`src/rtl/ufis_pkg.sv`:
```
package ufis_pkg;
	localparam logic [7:0] CSR_OFFSET = 8'h00;
	localparam logic [7:0] UCR_OFFSET = 8'h04;
	localparam logic [7:0] DBUF_OFFSET = 8'h08;
	localparam logic [7:0] IST_OFFSET = 8'h0C;
	localparam logic [7:0] IMSK_OFFSET = 8'h10;
	localparam int CSR_MODE_BIT = 7;
	localparam int CSR_RE_BIT = 6;
	localparam int CSR_SLAVE_BIT = 5;
	localparam int CSR_FE_BIT = 4;
	localparam int CSR_ERR_BIT = 3;
	localparam int CSR_RXB_BIT = 2;
	localparam int CSR_TXB_BIT = 1;
	localparam int UCR_FLUSH_BIT = 7;
	localparam int IRQ_W = 4;
	localparam int IRQ_RX_BIT = 0;
	localparam int IRQ_TX_BIT = 1;
	localparam int IRQ_FE_BIT = 2;
	localparam int IRQ_PE_BIT = 3;
	localparam logic [3:0] IMSK_RESET = 4'h0;
	localparam logic [7:0] DBUF_RESET = 8'h00;
	typedef struct packed {
		logic rx_done;
		logic tx_start;
		logic tx_done;
		logic frame_err;
		logic parity_err;
		logic busy;
		logic bit_end;
		logic [7:0] rx_data;
	} ufis_core_ev_type;
	typedef struct packed {
		logic uart_mode;
		logic rx_enable;
		logic spi_slave;
		logic flush;
		logic tx_load;
		logic [7:0] tx_data;
	} ufis_core_ctl_type;
endpackage : ufis_pkg

```
`src/rtl/ufis_sticky.sv`:
```
`timescale 1ns/1ps
`default_nettype none
module ufis_sticky #(
	parameter int W = 4
) (
	// clock
	input wire logic clk,
	input wire logic rst_n,
	input wire logic ce,
	// flags
	input wire logic [W-1:0] set,
	input wire logic [W-1:0] clr,
	output logic [W-1:0] q
);
	// set wins so an event in the clearing cycle survives
	always_ff @(posedge clk or negedge rst_n)
	begin
		if (!rst_n)
			q <= '0;
		else if (ce)
			q <= set | (q & ~clr);
	end
endmodule : ufis_sticky
`default_nettype wire

```
`src/rtl/ufis_usart_ctl.sv`:
```
// The implementer's own choices: register access over APB and the register addresses.
`timescale 1ns/1ps
`default_nettype none
module ufis_usart_ctl (
	// clock and reset
	input wire logic clk,
	input wire logic rst_n,
	input wire logic ce,
	// apb slave
	input wire logic psel,
	input wire logic penable,
	input wire logic pwrite,
	input wire logic [7:0] paddr,
	input wire logic [31:0] pwdata,
	output logic [31:0] prdata,
	output logic pready,
	output logic pslverr,
	// serial engine
	input wire ufis_pkg::ufis_core_ev_type ev,
	output ufis_pkg::ufis_core_ctl_type ctl,
	// slave select pin, active low
	input wire logic ssn_n,
	// event pulses and interrupt
	output logic rx_complete_irq,
	output logic tx_irq,
	output logic dma_rx_trig,
	output logic dma_tx_trig,
	output logic irq
);
	logic [31:0] prdata_reg;
	logic pready_reg;
	logic pslverr_reg;
	logic mode_reg;
	logic re_reg;
	logic slave_reg;
	logic fe_reg;
	logic err_reg;
	logic rxb_reg;
	logic txb_reg;
	logic active_reg;
	logic [7:0] rxd_reg;
	logic flush_pend_reg;
	logic flush_reg;
	logic load_reg;
	logic [7:0] txd_reg;
	logic rxi_reg;
	logic txi_reg;
	logic irq_reg;
	logic [3:0] msk_reg;
	logic [3:0] ist;
	logic [1:0] ssn_sync;
	logic [7:0] rd_mux;
	logic hit;
	logic wr;
	logic rd;
	logic flush_wr;
	logic rx_set;
	logic flush_go;

	assign wr = psel && penable && pwrite;
	assign rd = psel && penable && !pwrite;
	assign flush_wr = wr && paddr == ufis_pkg::UCR_OFFSET && pwdata[ufis_pkg::UCR_FLUSH_BIT];
	assign rx_set = ev.rx_done && (mode_reg || slave_reg) && !flush_pend_reg && !flush_wr;
	// the bit in flight ends before the engine is reset
	assign flush_go = flush_pend_reg && (ev.bit_end || !ev.busy);

	assign prdata = prdata_reg;
	assign pready = pready_reg;
	assign pslverr = pslverr_reg;
	assign ctl = '{mode_reg, re_reg, slave_reg, flush_reg, load_reg, txd_reg};
	assign rx_complete_irq = rxi_reg;
	assign tx_irq = txi_reg;
	assign dma_rx_trig = rxi_reg;
	assign dma_tx_trig = txi_reg;
	assign irq = irq_reg;

	always_comb
	begin
		hit = 1'b1;
		case (paddr)
			ufis_pkg::CSR_OFFSET: rd_mux = {mode_reg, re_reg, slave_reg, fe_reg, err_reg,
				rxb_reg, txb_reg, active_reg};
			ufis_pkg::UCR_OFFSET: rd_mux = 8'h00;
			ufis_pkg::DBUF_OFFSET: rd_mux = rxd_reg;
			ufis_pkg::IST_OFFSET: rd_mux = {4'h0, ist};
			ufis_pkg::IMSK_OFFSET: rd_mux = {4'h0, msk_reg};
			default:
			begin
				rd_mux = 8'h00;
				hit = 1'b0;
			end
		endcase
	end

	// read data sampled in setup so the access phase needs no wait
	always_ff @(posedge clk or negedge rst_n)
	begin
		if (!rst_n)
		begin
			prdata_reg <= 32'h0;
			pready_reg <= 1'b0;
			pslverr_reg <= 1'b0;
		end
		else if (ce)
		begin
			pready_reg <= 1'b1;
			if (psel && !penable)
			begin
				pslverr_reg <= !hit;
				prdata_reg <= pwrite ? 32'h0 : {24'h0, rd_mux};
			end
		end
	end

	always_ff @(posedge clk or negedge rst_n)
	begin
		if (!rst_n)
		begin
			mode_reg <= 1'b0;
			re_reg <= 1'b0;
			slave_reg <= 1'b0;
			msk_reg <= ufis_pkg::IMSK_RESET;
		end
		else if (ce && wr)
		begin
			if (paddr == ufis_pkg::CSR_OFFSET)
			begin
				mode_reg <= pwdata[ufis_pkg::CSR_MODE_BIT];
				re_reg <= pwdata[ufis_pkg::CSR_RE_BIT];
				slave_reg <= pwdata[ufis_pkg::CSR_SLAVE_BIT];
			end
			if (paddr == ufis_pkg::IMSK_OFFSET)
				msk_reg <= pwdata[3:0];
		end
	end

	// error flags: hardware set beats the read clear
	always_ff @(posedge clk or negedge rst_n)
	begin
		if (!rst_n)
		begin
			fe_reg <= 1'b0;
			err_reg <= 1'b0;
		end
		else if (ce)
		begin
			if (ev.frame_err)
				fe_reg <= 1'b1;
			else if (rd && paddr == ufis_pkg::CSR_OFFSET)
				fe_reg <= 1'b0;
			else if (wr && paddr == ufis_pkg::CSR_OFFSET && !pwdata[ufis_pkg::CSR_FE_BIT])
				fe_reg <= 1'b0;
			if (ev.parity_err)
				err_reg <= 1'b1;
			else if (rd && paddr == ufis_pkg::CSR_OFFSET)
				err_reg <= 1'b0;
			else if (wr && paddr == ufis_pkg::CSR_OFFSET && !pwdata[ufis_pkg::CSR_ERR_BIT])
				err_reg <= 1'b0;
		end
	end

	always_ff @(posedge clk or negedge rst_n)
	begin
		if (!rst_n)
		begin
			rxb_reg <= 1'b0;
			rxd_reg <= ufis_pkg::DBUF_RESET;
		end
		else if (ce)
		begin
			if (rx_set)
			begin
				rxb_reg <= 1'b1;
				rxd_reg <= ev.rx_data;
			end
			else if (flush_wr || (wr && paddr == ufis_pkg::CSR_OFFSET
				&& !pwdata[ufis_pkg::CSR_RXB_BIT]))
			begin
				rxb_reg <= 1'b0;
				rxd_reg <= ufis_pkg::DBUF_RESET;
			end
			else if (rd && paddr == ufis_pkg::DBUF_OFFSET)
				rxb_reg <= 1'b0;
		end
	end

	always_ff @(posedge clk or negedge rst_n)
	begin
		if (!rst_n)
			txb_reg <= 1'b0;
		else if (ce)
		begin
			if (ev.tx_done && (mode_reg || !slave_reg))
				txb_reg <= 1'b1;
			else if (wr && paddr == ufis_pkg::CSR_OFFSET && !pwdata[ufis_pkg::CSR_TXB_BIT])
				txb_reg <= 1'b0;
		end
	end

	always_ff @(posedge clk or negedge rst_n)
	begin
		if (!rst_n)
			ssn_sync <= 2'b11;
		else if (ce)
			ssn_sync <= {ssn_sync[0], ssn_n};
	end

	always_ff @(posedge clk or negedge rst_n)
	begin
		if (!rst_n)
			active_reg <= 1'b0;
		else if (ce)
			active_reg <= (!mode_reg && slave_reg) ? !ssn_sync[1] : ev.busy;
	end

	// flush: tx load dropped at once, engine reset waits for bit end unless the engine is idle
	always_ff @(posedge clk or negedge rst_n)
	begin
		if (!rst_n)
		begin
			flush_pend_reg <= 1'b0;
			flush_reg <= 1'b0;
			load_reg <= 1'b0;
			txd_reg <= ufis_pkg::DBUF_RESET;
		end
		else if (ce)
		begin
			flush_reg <= flush_go;
			if (flush_wr)
				flush_pend_reg <= 1'b1;
			else if (flush_go)
				flush_pend_reg <= 1'b0;
			load_reg <= wr && paddr == ufis_pkg::DBUF_OFFSET && !flush_pend_reg;
			if (flush_wr)
				txd_reg <= ufis_pkg::DBUF_RESET;
			else if (wr && paddr == ufis_pkg::DBUF_OFFSET)
				txd_reg <= pwdata[7:0];
		end
	end

	// one flop per event keeps each request a single pulse
	always_ff @(posedge clk or negedge rst_n)
	begin
		if (!rst_n)
		begin
			rxi_reg <= 1'b0;
			txi_reg <= 1'b0;
			irq_reg <= 1'b0;
		end
		else if (ce)
		begin
			rxi_reg <= ev.rx_done && !rxi_reg;
			txi_reg <= ev.tx_start && !txi_reg;
			irq_reg <= |(ist & msk_reg);
		end
	end

	ufis_sticky #(
		.W(ufis_pkg::IRQ_W)
	) u_ist (
		.clk(clk),
		.rst_n(rst_n),
		.ce(ce),
		.set({ev.parity_err, ev.frame_err, ev.tx_start, ev.rx_done}),
		.clr((wr && paddr == ufis_pkg::IST_OFFSET) ? pwdata[3:0] : 4'h0),
		.q(ist)
	);
endmodule : ufis_usart_ctl
`default_nettype wire

```
`config.mk`:
```
export PLATFORM = sky130hd
export DESIGN_NAME = ufis_usart_ctl
export DESIGN_NICKNAME = d
export VERILOG_FILES = /design/src/rtl/ufis_pkg.sv /design/src/rtl/ufis_sticky.sv /design/src/rtl/ufis_usart_ctl.sv
export SDC_FILE = /design/constraint.sdc
export NUM_CORES = 1
export LEC_CHECK = 0
export BUFFER_PORTS_ARGS = -buffer_cell sky130_fd_sc_hd__buf_2
export CORE_MARGIN = 2
export CORE_UTILIZATION = 47
export DETAILED_ROUTE_END_ITERATION = 8
export MAX_ROUTING_LAYER = met4
export PLACE_DENSITY = 0.8
export SLEW_MARGIN = 30
export SYNTH_ARGS = -nofsm -noshare
export SYNTH_HDL_FRONTEND = slang
export SYNTH_SLANG_ARGS = --single-unit
```
`constraint.sdc`:
```
create_clock -name clk -period 1.7 [get_ports clk]
set_clock_uncertainty 0.2 [all_clocks]
set_input_delay 0.17 -clock clk [delete_from_list [all_inputs] [get_ports clk]]
set_output_delay 0.17 -clock clk [all_outputs]
set_load 0.05 [all_outputs]
```
* After elaboration in Yosys (flattened, before gate mapping)
Cells that the tools add are included.
Word-level totals: flip-flop bits (word level) 74, input port bits 62, output and inout bits 52, word-level logic and storage cells 116
Operators by class: eq/ne operators 4, mux-type cells 22, bitwise logic cells 4, reduce and logical (&&, ||, !) cells 64
Operators by type and width (count):
- $mux 8 | 5
- $pmux 8 s4 | 1
- $logic_and 1x1->1 | 25
- $reduce_and 2->1 | 10
- $eq 8x4->1 const B | 2
- $logic_not 1->1 | 15
- $mux 1 | 15
- $reduce_bool 3->1 | 3
- $and 4x4->4 | 2
- $eq 8x3->1 const B | 1
- $eq 8x5->1 const B | 1
- $logic_not 8->1 | 1
- $reduce_bool 2->1 | 4
- $reduce_or 5->1 | 1
- $logic_or 1x1->1 | 4
- $mux 4 | 1
- $not 4->4 | 1
- $or 4x4->4 | 1
- $reduce_or 4->1 | 1

* Logic depth before layout (Yosys ltp)
depth after elaboration 8, depth in mapped cells 6, gate-level depth less buffers 4

* Cells and area by module
Synthesis repeated with hierarchy kept, for this count alone.
Second synthesis, totals: cells, all modules 252, area total of the unflattened synthesis 2713.9 um^2
Modules (own cells, without submodules):
- ufis_usart_ctl | instances 1, cells an instance 239, area each 2552.4 um^2
- ufis_sticky | instances 1, cells an instance 13, area each 161.4 um^2

* Least setup slack after synthesis
No wires, ideal clock.
kind input to register, from input port paddr[4], to register mode_reg, library setup time 128 ps, data arrival time 1517 ps, path slack -144 ps, stages on the path 5, buffers on the path 2, cell sequence buf_6 -> or4_1 -> buf_2 -> nor3_2 -> mux2_1
Between the ends: word-level cells in the longest chain between the ends 2
RTL lines:
- from (decl) | RTL line ufis_usart_ctl.sv:13 | input wire logic [7:0] paddr,
- $logic_not 8->1 | RTL line ufis_usart_ctl.sv:126 | if (paddr == ufis_pkg::CSR_OFFSET)
- $reduce_and 2->1 (no line)
- to (signal assigned) | RTL line ufis_usart_ctl.sv:128 | mode_reg <= pwdata[ufis_pkg::CSR_MODE_BIT];
- to (decl) | RTL line ufis_usart_ctl.sv:33 | logic mode_reg;
Every way passes these cells. A chain may end at the register's enable or synchronous reset.

* Worst setup path after layout
from input port pwdata[2], to register rxd_reg[2]
Between the ends: word-level cells in the longest chain between the ends 5
RTL lines:
- from (decl) | RTL line ufis_usart_ctl.sv:14 | input wire logic [31:0] pwdata,
- $logic_not 1->1 | RTL line ufis_usart_ctl.sv:177 | && !pwdata[ufis_pkg::CSR_RXB_BIT]))
- $logic_and 1x1->1 | RTL line ufis_usart_ctl.sv:177
- $logic_or 1x1->1 | RTL line ufis_usart_ctl.sv:176 | else if (flush_wr || (wr && paddr == ufis_pkg::CSR_OFFSET
- $reduce_bool 2->1 (no line)
- $reduce_and 2->1 (no line)
- to (signal assigned) | RTL line ufis_usart_ctl.sv:167 | rxd_reg <= ufis_pkg::DBUF_RESET;
- to (signal assigned) | RTL line ufis_usart_ctl.sv:174 | rxd_reg <= ev.rx_data;
- to (signal assigned) | RTL line ufis_usart_ctl.sv:180 | rxd_reg <= ufis_pkg::DBUF_RESET;
- to (decl) | RTL line ufis_usart_ctl.sv:41 | logic [7:0] rxd_reg;
Every way passes these cells.

==> flow_metrics.tcl <==
set metrics [dict create \
    status "finished clean" \
    gr-total-overflow 0 \
    yosysSeqAreaShare 0.492 \
    clk_transition_reported_paths_ns 0.09 \
    cts_root_buf "clkbuf_8" \
    netlist_instances 226 \
    viasPerCell 5.25 \
    cts_buffers 5 \
    max_freq_mhz 619 \
    clockBufferDepth 2 \
    antenna_found_initial 0 \
    final_nets 399 \
    post-route-drc-count 0 \
    drive_gt1_frac 0.367 \
    finalHoldViolCount 0 \
    syn2layout_area_growth_pct 34.8 \
    final.setup.worst_slack_ns 0.0836 \
    core_region_area_um2 5170 \
    rows 26 \
    yosys.area.top_type "dfrtp_1" \
    required_ns 1.75 \
    maxCapViolCount 0 \
    clkSinkCount 50 \
    post-route-min-period_ns 1.62 \
    fin_setup_tns_ns 0 \
    ir_worst_vdd_v 0.000356 \
    place_area_um2 3040 \
    yosys_warnings 0 \
    regArea_um2 1250 \
    p_total_w 0.00256 \
    synth-seq-cells 50 \
    period_share 0.951 \
    fp.dieArea_um2 6020 \
    drv_slew 0 \
    totalWireLength_mm 6.72 \
    rsz0062_at_grt "no" \
    hp-class "primary input to register" \
    design_area_um2 3430 \
    start_kind "primary input" \
    drt_iter0_drc 98 \
    post_drt_wl_per_cell_um 16.5 \
    yosys.area.top_type_share 0.472 \
    async_flop_share 1.00 \
    start_util 0.493 \
    multi_input_area_um2 1130 \
    drtAntennaViolNets 0 \
    cpPeakStageDelay_ns 0.52 \
    worstSetupPathType "primary input to register" \
    die_w_um 77.6 \
    finalSetupViolCount 0 \
    synth_cell_types 53 \
    diodes 0 \
    portBuffers 65 \
    tritoncts "done" \
    grt_pass1_vias 2118 \
    pre_cts_ws_ns -0.199 \
    die_y_um 77.6 \
    via_count 2140 \
    clock_latency_ns 0.31 \
    critical_path.slowest_cell "dlygate4sd3_1" \
    gp_congestion 0.886 \
    leakage_nw 1.73 \
    fill_cells 395 \
    synth_area_um2 2550 \
    dr.pass1.iters 4 \
    synth.avg_cell_area_um2 11.3 \
    dpl.hpwl_mm 4.99 \
    power_density_nw_per_um2 746 \
    critPathMaxFanout 9 \
    boundaryPins 114 \
    grt_first_pass_wirelength_mm 10.8 \
    synth_flop_cell "dfrtp_1" \
    cts_max_level 2 \
    worstPathArrival_ns 1.66 \
    end_kind "register" \
    synth_edf_count 0 \
    synth_area_leaders "dfrtp_1 47%, buf_4 9.1%, a22o_1 8.6%" \
    cp_cell_sequence "dlygate4sd3_1, buf_2, nor3_1, buf_4, a211oi_4, a22o_1" \
    grt_max_degree 27 \
    grtUsageTotal 0.239 \
]
-- repair_timing --
action / 4_1_cts / 5_1_grt
gates resized for setup: 0 / 3
endpoints found under the hold margin: 81 / 0
setup buffers: 0 / 2
hold buffers: 25 / 0
setup endpoints to repair: 0 / 17
-- logic make-up (layout without fill, tap and decap cells) --
family	after synthesis	after routing	share of synthesized area
buffers and inverters	45	133	0.116
AND/OR/NAND/NOR	54	54	0.132
AO/OA/AOI/OAI	57	58	0.179
other	1	24	0.00147
multiplexers	19	19	0.0791
flip-flops	50	50	0.492
-- final cells by class --
class / count / share of cell area
tap: 70 / 0.0255
sequential: 50 / 0.365
clock buffer: 5 / 0.0200
timing repair buffer: 121 / 0.242
multi-input combinational: 155 / 0.330
inverter: 4 / 0.00437
clock inverter: 3 / 0.0131
-- power breakdown --
part	internal, W	switching [W]
sequential	0.00122	0.0000198
combinational	0.000154	0.000318
clock	0.000438	0.000411
-- final timing paths --
path	cells after the start	start	endpoint	slack (ns)
max reg2reg	5	slave_reg	rxd_reg[2]	0.14
max	6	pwdata[2]	rxd_reg[2]	0.08
min reg2reg	1	pready	pready	0.27
min in group asynchronous	2	rst_n	txb_reg	0.12
min	2	ce	err_reg	0.005
max in group asynchronous	3	rst_n	ssn_sync[1]	0.62
-- synth_stat cells (2+ instances only) --
cell type and number:
nor2_2 2, nor4_4 2, a211o_1 2, nor2_1 7, nand2b_1 2, mux2_1 8
mux2i_1 10, clkbuf_1 5, buf_2 3, dfrtp_1 48, inv_1 3, dfstp_2 2
nor3_1 2, buf_4 31, a22oi_1 6, o21ai_1 6, nand4b_1 2, nand3_1 3
o21ai_0 2, nand2_1 17, o22ai_1 6, and4_1 2, a22o_1 25
-- metal layers --
layer | GRT usage | vias up | share of wire | wire length, um
li1 | - | 1005 | - | -
met1 | 0.306 | 1045 | 0.43 | 2860
met2 | 0.391 | 78 | 0.50 | 3380
met3 | 0.0430 | 12 | 0.055 | 370
met4 | 0.0643 | 0 | 0.015 | 103
met5 | - | - | 0 | 0
-- cells in the final DEF, fill, tap and decap left out, types with 2 or more instances in the layout --
cell and instances:
o22ai_1 6, clkinvlp_4 2, nand4b_1 2, nor2_4 2
inv_1 3, dfrtp_1 48, o21ai_1 6, mux2_1 4
nor2_1 7, clkbuf_8 5, mux2i_1 10, a22oi_1 6
and4_1 2, a211o_1 2, nor4_4 2, buf_4 30
or4_4 2, nand2_1 17, nand3_1 3, dfstp_2 2
conb_1 24, nor3_1 2, dlygate4sd3_1 24, nand2b_1 2
a22o_1 25, mux2_4 4, buf_2 64, o21ai_0 2
o31a_1 2
-- critical path: cells and delay by family --
family                 cells  cell delay, ns
buffers and inverters      3            0.82
AOI/OAI and AO/OA          2            0.61
and+or+nand+nor            1            0.06
-- stage by stage --
| stage | util | hold WS [ns] | std cells |
|---|---|---|---|
| floorplan | - | -0.326 | 249 |
| global placement | 0.588 | -0.0707 | 373 |
| detailed placement | 0.588 | -0.0707 | 373 |
| CTS | 0.658 | 0.00330 | 406 |
| global route | 0.664 | 0.0275 | 408 |
| finish | 0.664 | 0.00540 | 408 |
(Power assumes the default switching activity.)
